## config.mk

```make
export PLATFORM = sky130hd
export DESIGN_NAME = fsth_top
export DESIGN_NICKNAME = d
export VERILOG_FILES = /design/src/common/fsth_pkg.sv /design/src/hw/fsth_top.sv
export VERILOG_INCLUDE_DIRS = /design/src /design/src/common
export SDC_FILE = /design/constraint.sdc
export NUM_CORES = 1
export LEC_CHECK = 0
export ABC_CLOCK_PERIOD_IN_PS = 4050
export BUFFER_PORTS_ARGS = -buffer_cell sky130_fd_sc_hd__buf_2
export CORE_ASPECT_RATIO = 0.75
export CORE_MARGIN = 8
export CORE_UTILIZATION = 61
export DETAILED_ROUTE_END_ITERATION = 12
export MAX_ROUTING_LAYER = met4
export PLACE_DENSITY = 0.9
export SLEW_MARGIN = 20
export SYNTH_ARGS = -nofsm -noshare
export SYNTH_HDL_FRONTEND = slang
export SYNTH_SLANG_ARGS = --single-unit
```

## constraint.sdc

```tcl
create_clock -name clk_in -period 4.05 [get_ports clk_in]
set_clock_uncertainty 0.2 [all_clocks]
set_input_delay 0.2025 -clock clk_in [delete_from_list [all_inputs] [get_ports clk_in]]
set_output_delay 0.2025 -clock clk_in [all_outputs]
set_load 0.005 [all_outputs]
```

## src/common/fsth_cfg.svh

```systemverilog
// Purpose: constants of the sector transfer handshake block
// Assumes: 125 MHz clock, 4 us disk bit time
// Notes:   counts are derived from times in nanoseconds
//
// Contract
// - enable-write: preamble first, then raise flag
// - write access: prdy low until taken, one bit
// - host stops after checksum: zero fill sector
// - next sector pulse ends write, erase starts
// - read starts without command after sector pulse
// - sync byte shown 25-28 us, held 3-4 us
// - later read bytes every ~25 us, ~3 us
// - read access: prdy low until byte, one bit
// - sector flag 30 us at each sector start
// - transfer_ready_flag in status bit 7
`ifndef FSTH_CFG_SVH
`define FSTH_CFG_SVH

// ----------------------------------------
// register offsets and fields
// ----------------------------------------
`define FSTH_OFF_CMD      2'h0
`define FSTH_OFF_STATUS   2'h1
`define FSTH_OFF_DATA     2'h2
`define FSTH_BIT_XFER     7
`define FSTH_BIT_SECTOR   6
`define FSTH_BIT_WRACT    1
`define FSTH_BIT_RDACT    0
`define FSTH_BIT_ENWRITE  0
`define FSTH_ZERO_BYTE    8'h00

// ----------------------------------------
// timing
// ----------------------------------------
`define FSTH_CLK_MHZ      125
`define FSTH_BIT_NS       4000
`define FSTH_BYTE_BITS    8
`define FSTH_SECT_NS      30000
`define FSTH_SYNC_DLY_NS  26000
`define FSTH_AVAIL_NS     3500
`define FSTH_PREAMBLE     8'h28
`define FSTH_CYC(ns)      (((ns) * `FSTH_CLK_MHZ + 999) / 1000)
`define FSTH_BIT_CYC      `FSTH_CYC(`FSTH_BIT_NS)
`define FSTH_BYTE_CYC     (`FSTH_BIT_CYC * `FSTH_BYTE_BITS)
`define FSTH_SECT_CYC     `FSTH_CYC(`FSTH_SECT_NS)
`define FSTH_SYNC_CYC     `FSTH_CYC(`FSTH_SYNC_DLY_NS)
`define FSTH_AVAIL_CYC    `FSTH_CYC(`FSTH_AVAIL_NS)

`endif

```

## src/common/fsth_pkg.sv

```systemverilog
// Purpose: types of the sector transfer handshake block
// Assumes: nothing beyond the cfg header
// Notes:   one-hot state codes
package fsth_pkg;

	typedef enum logic [4:0] {
		FSTH_IDLE  = 5'b0_0001,
		FSTH_PRE   = 5'b0_0010,
		FSTH_WDATA = 5'b0_0100,
		FSTH_RWAIT = 5'b0_1000,
		FSTH_RDATA = 5'b1_0000
	} fsth_state_type;

endpackage : fsth_pkg

```

## src/hw/fsth_top.sv

```systemverilog
// Purpose: floppy sector transfer handshake, device side
// Assumes: disk pins are asynchronous and pass two flops
// Notes:   prdy is a pin; the register port itself never stalls
`timescale 1ns/1ps
`include "fsth_cfg.svh"

module fsth_top
	import fsth_pkg::*;
(
	// clock, reset, enable
	input  wire logic       clk_in,
	input  wire logic       sys_rst_in,
	input  wire logic       ce_in,
	// register port
	input  wire logic [1:0] addr_in,
	input  wire logic [7:0] wr_data_in,
	input  wire logic       wr_in,
	input  wire logic       rd_in,
	output logic      [7:0] rd_data_out,
	// host bus handshake pins
	output logic            prdy_out,
	output logic      [7:0] bus_data_out,
	output logic            bus_data_oe_out,
	// disk side
	input  wire logic       sector_pulse_in,
	input  wire logic       disk_stb_in,
	input  wire logic [7:0] disk_byte_in,
	output logic            write_gate_out,
	output logic            wr_load_out,
	output logic      [7:0] wr_byte_out,
	output logic            sector_flag_out
);

	localparam logic [11:0] BIT_CYC   = 12'(`FSTH_BIT_CYC);
	localparam logic [11:0] BYTE_CYC  = 12'(`FSTH_BYTE_CYC);
	localparam logic [11:0] SECT_CYC  = 12'(`FSTH_SECT_CYC);
	localparam logic [11:0] SYNC_CYC  = 12'(`FSTH_SYNC_CYC);
	localparam logic [11:0] AVAIL_CYC = 12'(`FSTH_AVAIL_CYC);
	localparam logic [11:0] ONE       = 12'h0001;
	localparam logic [11:0] ZERO      = 12'h0000;

	fsth_state_type state;
	logic       transfer_ready_flag;
	logic [2:0] sp_sync;
	logic [2:0] stb_sync;
	logic [7:0] byte_s1;
	logic [7:0] byte_s2;
	logic       sp_edge;
	logic       stb_edge;
	logic [11:0] byte_cnt;
	logic [7:0]  pre_cnt;
	logic [11:0] sect_cnt;
	logic [11:0] dly_cnt;
	logic [11:0] avail_cnt;
	logic [11:0] prdy_cnt;
	logic [7:0]  rbyte;
	logic [7:0]  wbyte_hold;
	logic        wpend;
	logic        rpend;
	logic        byte_tick;
	logic        data_wr;
	logic        data_rd;
	logic        en_write;
	logic        writing;

	// ----------------------------------------
	// pin synchronisers
	// ----------------------------------------
	// bit 0 is the first flop; edge detect uses bits 1 and 2 only
	always_ff @(posedge clk_in) begin
		if (sys_rst_in) begin
			sp_sync  <= 3'h0;
			stb_sync <= 3'h0;
			byte_s1  <= 8'h00;
			byte_s2  <= 8'h00;
		end else if (ce_in) begin
			sp_sync  <= {sp_sync[1:0], sector_pulse_in};
			stb_sync <= {stb_sync[1:0], disk_stb_in};
			byte_s1  <= disk_byte_in;
			byte_s2  <= byte_s1;
		end
	end

	assign sp_edge  = sp_sync[1] & ~sp_sync[2];
	assign stb_edge = stb_sync[1] & ~stb_sync[2];

	// ----------------------------------------
	// access decode
	// ----------------------------------------
	assign writing   = (state == FSTH_PRE) || (state == FSTH_WDATA);
	assign en_write  = wr_in && (addr_in == `FSTH_OFF_CMD)
		&& wr_data_in[`FSTH_BIT_ENWRITE] && !writing;
	// accesses inside the bit time after an ack are ignored
	assign data_wr   = wr_in && (addr_in == `FSTH_OFF_DATA) && transfer_ready_flag
		&& (state == FSTH_WDATA) && (prdy_cnt == ZERO) && !wpend;
	assign data_rd   = rd_in && (addr_in == `FSTH_OFF_DATA) && transfer_ready_flag
		&& (state == FSTH_RDATA) && (prdy_cnt == ZERO) && !rpend;
	assign byte_tick = (byte_cnt == ONE);

	// ----------------------------------------
	// sector flag
	// ----------------------------------------
	always_ff @(posedge clk_in) begin
		if (sys_rst_in) begin
			sect_cnt        <= ZERO;
			sector_flag_out <= 1'b0;
		end else if (ce_in) begin
			if (sp_edge) begin
				sect_cnt        <= SECT_CYC;
				sector_flag_out <= 1'b1;
			end else if (sect_cnt != ZERO) begin
				sect_cnt <= sect_cnt - ONE;
				if (sect_cnt == ONE)
					sector_flag_out <= 1'b0;
			end
		end
	end

	// ----------------------------------------
	// sequencer
	// ----------------------------------------
	always_ff @(posedge clk_in) begin
		if (sys_rst_in) begin
			state     <= FSTH_IDLE;
			transfer_ready_flag <= 1'b0;
			pre_cnt   <= 8'h00;
			rbyte     <= 8'h00;
			dly_cnt   <= ZERO;
		end else if (ce_in) begin
			case (state)
			FSTH_IDLE, FSTH_RWAIT, FSTH_RDATA: begin
				if (en_write) begin
					state     <= FSTH_PRE;
					transfer_ready_flag <= 1'b0;
					pre_cnt   <= `FSTH_PREAMBLE;
				end else if (sp_edge) begin
					state     <= FSTH_RWAIT;
					transfer_ready_flag <= 1'b0;
				end else if (state == FSTH_RWAIT && stb_edge) begin
					// first disk byte is sync: flag now, show it later
					state     <= FSTH_RDATA;
					transfer_ready_flag <= 1'b1;
					rbyte     <= byte_s2;
					dly_cnt   <= SYNC_CYC;
				end else if (state == FSTH_RDATA) begin
					if (stb_edge)
						rbyte <= byte_s2;
					if (dly_cnt != ZERO)
						dly_cnt <= dly_cnt - ONE;
				end
			end
			FSTH_PRE: begin
				if (sp_edge) begin
					state <= FSTH_IDLE;
				end else if (byte_tick) begin
					if (pre_cnt == 8'h01) begin
						state     <= FSTH_WDATA;
						transfer_ready_flag <= 1'b1;
					end
					pre_cnt <= pre_cnt - 8'h01;
				end
			end
			FSTH_WDATA: begin
				if (sp_edge) begin
					state     <= FSTH_IDLE;
					transfer_ready_flag <= 1'b0;
				end
			end
			default: begin
				state     <= FSTH_IDLE;
				transfer_ready_flag <= 1'b0;
			end
			endcase
		end
	end

	// ----------------------------------------
	// read byte window
	// ----------------------------------------
	always_ff @(posedge clk_in) begin
		if (sys_rst_in) begin
			avail_cnt <= ZERO;
		end else if (ce_in) begin
			if (state != FSTH_RDATA)
				avail_cnt <= ZERO;
			else if (dly_cnt == ONE)
				avail_cnt <= AVAIL_CYC;
			else if (stb_edge && dly_cnt == ZERO)
				avail_cnt <= AVAIL_CYC;
			else if (avail_cnt != ZERO)
				avail_cnt <= avail_cnt - ONE;
		end
	end

	// ----------------------------------------
	// write byte timing
	// ----------------------------------------
	// free-running byte clock while the gate is open
	always_ff @(posedge clk_in) begin
		if (sys_rst_in) begin
			byte_cnt       <= ZERO;
			write_gate_out <= 1'b0;
			wr_load_out    <= 1'b0;
			wr_byte_out    <= `FSTH_ZERO_BYTE;
		end else if (ce_in) begin
			wr_load_out <= 1'b0;
			if (!writing || sp_edge) begin
				byte_cnt       <= BYTE_CYC;
				write_gate_out <= en_write;
			end else begin
				byte_cnt <= byte_tick ? BYTE_CYC : byte_cnt - ONE;
				if (byte_tick) begin
					wr_load_out <= 1'b1;
					if (state == FSTH_WDATA && wpend)
						wr_byte_out <= wbyte_hold;
					else
						wr_byte_out <= `FSTH_ZERO_BYTE;
				end
			end
		end
	end

	// ----------------------------------------
	// prdy handshake
	// ----------------------------------------
	always_ff @(posedge clk_in) begin
		if (sys_rst_in) begin
			prdy_out        <= 1'b1;
			prdy_cnt        <= ZERO;
			wpend           <= 1'b0;
			rpend           <= 1'b0;
			wbyte_hold      <= 8'h00;
			bus_data_out    <= 8'h00;
			bus_data_oe_out <= 1'b0;
		end else if (ce_in) begin
			if (!transfer_ready_flag) begin
				// transfer over: release a stalled host
				wpend           <= 1'b0;
				rpend           <= 1'b0;
				prdy_out        <= 1'b1;
				prdy_cnt        <= ZERO;
				bus_data_oe_out <= 1'b0;
			end else if (data_wr) begin
				wbyte_hold <= wr_data_in;
				wpend      <= 1'b1;
				prdy_out   <= 1'b0;
			end else if (wpend && byte_tick) begin
				wpend    <= 1'b0;
				prdy_out <= 1'b1;
				prdy_cnt <= BIT_CYC;
			end else if (data_rd) begin
				rpend    <= 1'b1;
				prdy_out <= 1'b0;
			end else if (rpend && avail_cnt != ZERO) begin
				rpend           <= 1'b0;
				bus_data_out    <= rbyte;
				bus_data_oe_out <= 1'b1;
				prdy_out        <= 1'b1;
				prdy_cnt        <= BIT_CYC;
			end else if (prdy_cnt != ZERO) begin
				prdy_cnt <= prdy_cnt - ONE;
				if (prdy_cnt == ONE)
					bus_data_oe_out <= 1'b0;
			end
		end
	end

	// ----------------------------------------
	// register read port
	// ----------------------------------------
	always_ff @(posedge clk_in) begin
		if (sys_rst_in) begin
			rd_data_out <= 8'h00;
		end else if (ce_in) begin
			rd_data_out <= 8'h00;
			if (rd_in) begin
				case (addr_in)
				`FSTH_OFF_STATUS: begin
					rd_data_out[`FSTH_BIT_XFER]   <= transfer_ready_flag;
					rd_data_out[`FSTH_BIT_SECTOR] <= sector_flag_out;
					rd_data_out[`FSTH_BIT_WRACT]  <= writing;
					rd_data_out[`FSTH_BIT_RDACT]  <= (state == FSTH_RDATA);
				end
				`FSTH_OFF_DATA: begin
					// only meaningful inside the availability window
					rd_data_out <= (avail_cnt != ZERO) ? rbyte : 8'h00;
				end
				default: begin
					rd_data_out <= 8'h00;
				end
				endcase
			end
		end
	end

endmodule : fsth_top

```

==> reports/metrics.cfg <==
[pwr]
vdd_drop_max_mv=0.325
power.density_mw_per_mm2=475
p_leak_nw=3.32

[run]
maxCapViolations=0

[worst_hold_path]
min_path_type=input pin to flip-flop
hold_depth=2

[grt]
grt_pass1_wl_um=33200
grt_max_degree=75
overflow=0
grtUsageTotal_pct=26.9
grt_pass1_vias=6549
antenna_found_initial=0

[cells_and_area]
fin_nets=939
area_growth_syn_to_layout_pct=15.4
drive_gt1_share_pct=11.8
fin_cells=1072

[drt]
first_pass_iters=9
drcViolationCount=0
routed_via_density=6.65
num_vias=7132
drtAntennaViolNets=0
first_iter_violations=1024
routed_wl_um=20400
avgRoutedWirePerCell_um=19.0

[floorplan]
core_area_mm2=0.0116
start_util_pct=62.3
fp.dieW_um=142
rows=34
io_pins=54
die_h_um=110
die-area_mm2=0.0156

[logic_synthesis]
yosysWarnings=0
synthesis.nets=890
ys.flop_type=dfxtp_1
synth_seq_area_share_pct=39.7
synth-edff-count=0
ys_types=73
synth_cells=847
ys_ff_latch=143
syn-mean-instance-area_um2=8.51
synth-async-reset-ratio_pct=0
syn-cell-area_mm2=0.00721

[placed_design]
dpl.hpwl_um=12800
routabilityCongestion=0.923
portBuffers=53
dpl.cell_count=1021

[worst_setup_path]
path_class=flip-flop to flip-flop
ff2ff_path_depth=6
startpoint_type=flip-flop
crit_fanout=12
critPathRequiredTime_ns=4.19
ff2ff_setup_slack_ns=0.80
end_kind=flip-flop
cp.arrival_ns=3.39

[timing]
setup_viol=0
finalCritPeriodShare_pct=80.3
min_period_ns=3.25
tightestPinTransition_ns=0.990
relSlewSlack_pct=33.4
max_freq_mhz=307
drv_slew=0
rsz0062_at_grt=false
hold_violations=0
setup_tns_ns=0

[clock_tree]
clk_path_buf_depth=2
cts_buffers=17
cts_resized=0
cts_sinks=143
clk_pin_slew_worst_paths_ns=0.07
clk-insertion-delay-late_ns=0.43
cts_tree=done
h-tree-depth=4
cts_root_buf=clkbuf_16

[outcome]
outcome=finished clean

==> sequential cells by signal (all words and copies together), names as in the netlist, 3 cells and up <==
register / flops
avail_cnt: 12
bus_data_out: 8
byte_s2: 8
rbyte: 8
wr_byte_out: 8
byte_s1: 8
wbyte_hold: 8
sect_cnt: 12
sp_sync: 3
state: 5
stb_sync: 3
rd_data_out: 8
byte_cnt: 12
pre_cnt: 8
prdy_cnt: 12
dly_cnt: 12
==> worst max-delay path, stage by stage, from the launching register on <==
cell     delay [ns]
dfxtp_1        0.44
ha_1           0.19
nor4b_1        0.67
nand3_1        0.45
o21a_1         0.43
or4_1          0.55
a21oi_1        0.23
==> area by class of cell <==
type / count / area, um^2
Clock inverter: 15 / 166
Fill cell: 801 / 3250
Multi-Input combinational cell: 625 / 4040
Sequential cell: 143 / 2860
Antenna cell: 1 / 2.50
Tap cell: 162 / 203
Timing Repair Buffer: 79 / 508
Inverter: 30 / 113
Clock buffer: 17 / 425
==> kinds of logic after synthesis <==
family                   count (synthesis)  share of synthesized area (%)
AND/OR/NAND/NOR                        341                           25.0
buffers and inverters                   79                           4.30
multiplexers                            48                           6.66
AO/OA/AOI/OAI                          202                           19.2
flip-flops                             143                           39.7
adder cells (fa/ha/maj)                 18                           3.12
XOR/XNOR                                16                           1.94
==> worst paths after layout <==
check / start / end
setup / recovery: byte_cnt[0]$_SDFFE_PP0P_ / pre_cnt[7]$_SDFFE_PP0P_
hold / removal: sys_rst_in / stb_sync[2]$_SDFFE_PP0P_
setup reg to reg: byte_cnt[0]$_SDFFE_PP0P_ / pre_cnt[7]$_SDFFE_PP0P_
hold reg to reg: wr_byte_out[6]$_SDFFE_PP0P_ / wr_byte_out[6]$_SDFFE_PP0P_
==> stage by stage <==
stage / total power, W / worst slack, ns / instance area [um^2] / utilization (%) / hold WS [ns]
finish: 0.00396 / 0.796 / 8320 / 71.9 / 0.0612
global route: 0.00412 / 0.651 / 8320 / 71.9 / 0.0836
CTS: 0.00393 / 0.988 / 8320 / 71.9 / 0.0504
detailed placement: 0.00236 / 1.00 / 7540 / 65.2 / 0.242
global placement: 0.00234 / 1.25 / 7540 / 65.2 / 0.235
floorplan: 0.00221 / 1.49 / 7210 / - / 0.146
==> per-layer routing <==
layer	share of wire, %	vias to the layer above	global-route usage [%]
met4	3.3	0	11.7
met1	41	3318	33.7
li1	-	3278	-
met3	9.9	90	5.85
met5	0	-	-
met2	46	446	41.7
==> power by group <==
group / switching (W) / internal (W)
logic: 0.000488 / 0.000302
registers: 0.0000928 / 0.00150
clock network: 0.000697 / 0.000877
total: 0.00128 / 0.00268
==> synth_stat cells (4+ instances only) <==
library cell / count / area share [%]
nand4_1: 14 / 1.2
dfxtp_1: 143 / 40
nor3_1: 27 / 1.9
o31ai_1: 10 / 1.0
or3_1: 14 / 1.2
xnor2_1: 5 / 0.61
xor2_1: 11 / 1.3
a21oi_1: 54 / 3.7
o311ai_0: 5 / 0.61
mux2i_1: 48 / 6.7
a31oi_1: 12 / 1.0
nor4_1: 23 / 2.0
a211oi_1: 10 / 1.0
o31a_1: 4 / 0.49
ha_1: 18 / 3.1
and3_1: 13 / 1.1
nand2_1: 51 / 2.7
and2_1: 6 / 0.52
nand2b_1: 11 / 0.95
inv_1: 28 / 1.5
a311oi_1: 10 / 1.2
a22oi_1: 5 / 0.52
a32o_1: 4 / 0.56
nand3_1: 32 / 2.2
clkbuf_1: 39 / 2.0
nor2_1: 95 / 4.9
o211ai_1: 10 / 1.0
nor4b_1: 6 / 0.73
or4_1: 18 / 1.9
a221oi_1: 5 / 0.61
a2111oi_0: 5 / 0.61
o21ai_0: 36 / 2.5
nor2b_1: 6 / 0.52
buf_1: 6 / 0.31
==> placed cells by master (no fill, tap or decap), types with 23 or more instances in the layout <==
cell type / count
nor3_1: 27
nand3_1: 32
mux2i_1: 48
dfxtp_1: 143
nor4_1: 23
nand2_1: 51
a21oi_1: 53
o21ai_0: 36
buf_2: 52
inv_1: 28
nor2_1: 95
==> timing repair <==
item                                   in CTS  in global routing
endpoints found under the hold margin      18                  0
buffers inserted                            0                  0
hold buffers                               18                  0
Note: power is estimated with default switching activity, not from simulation.
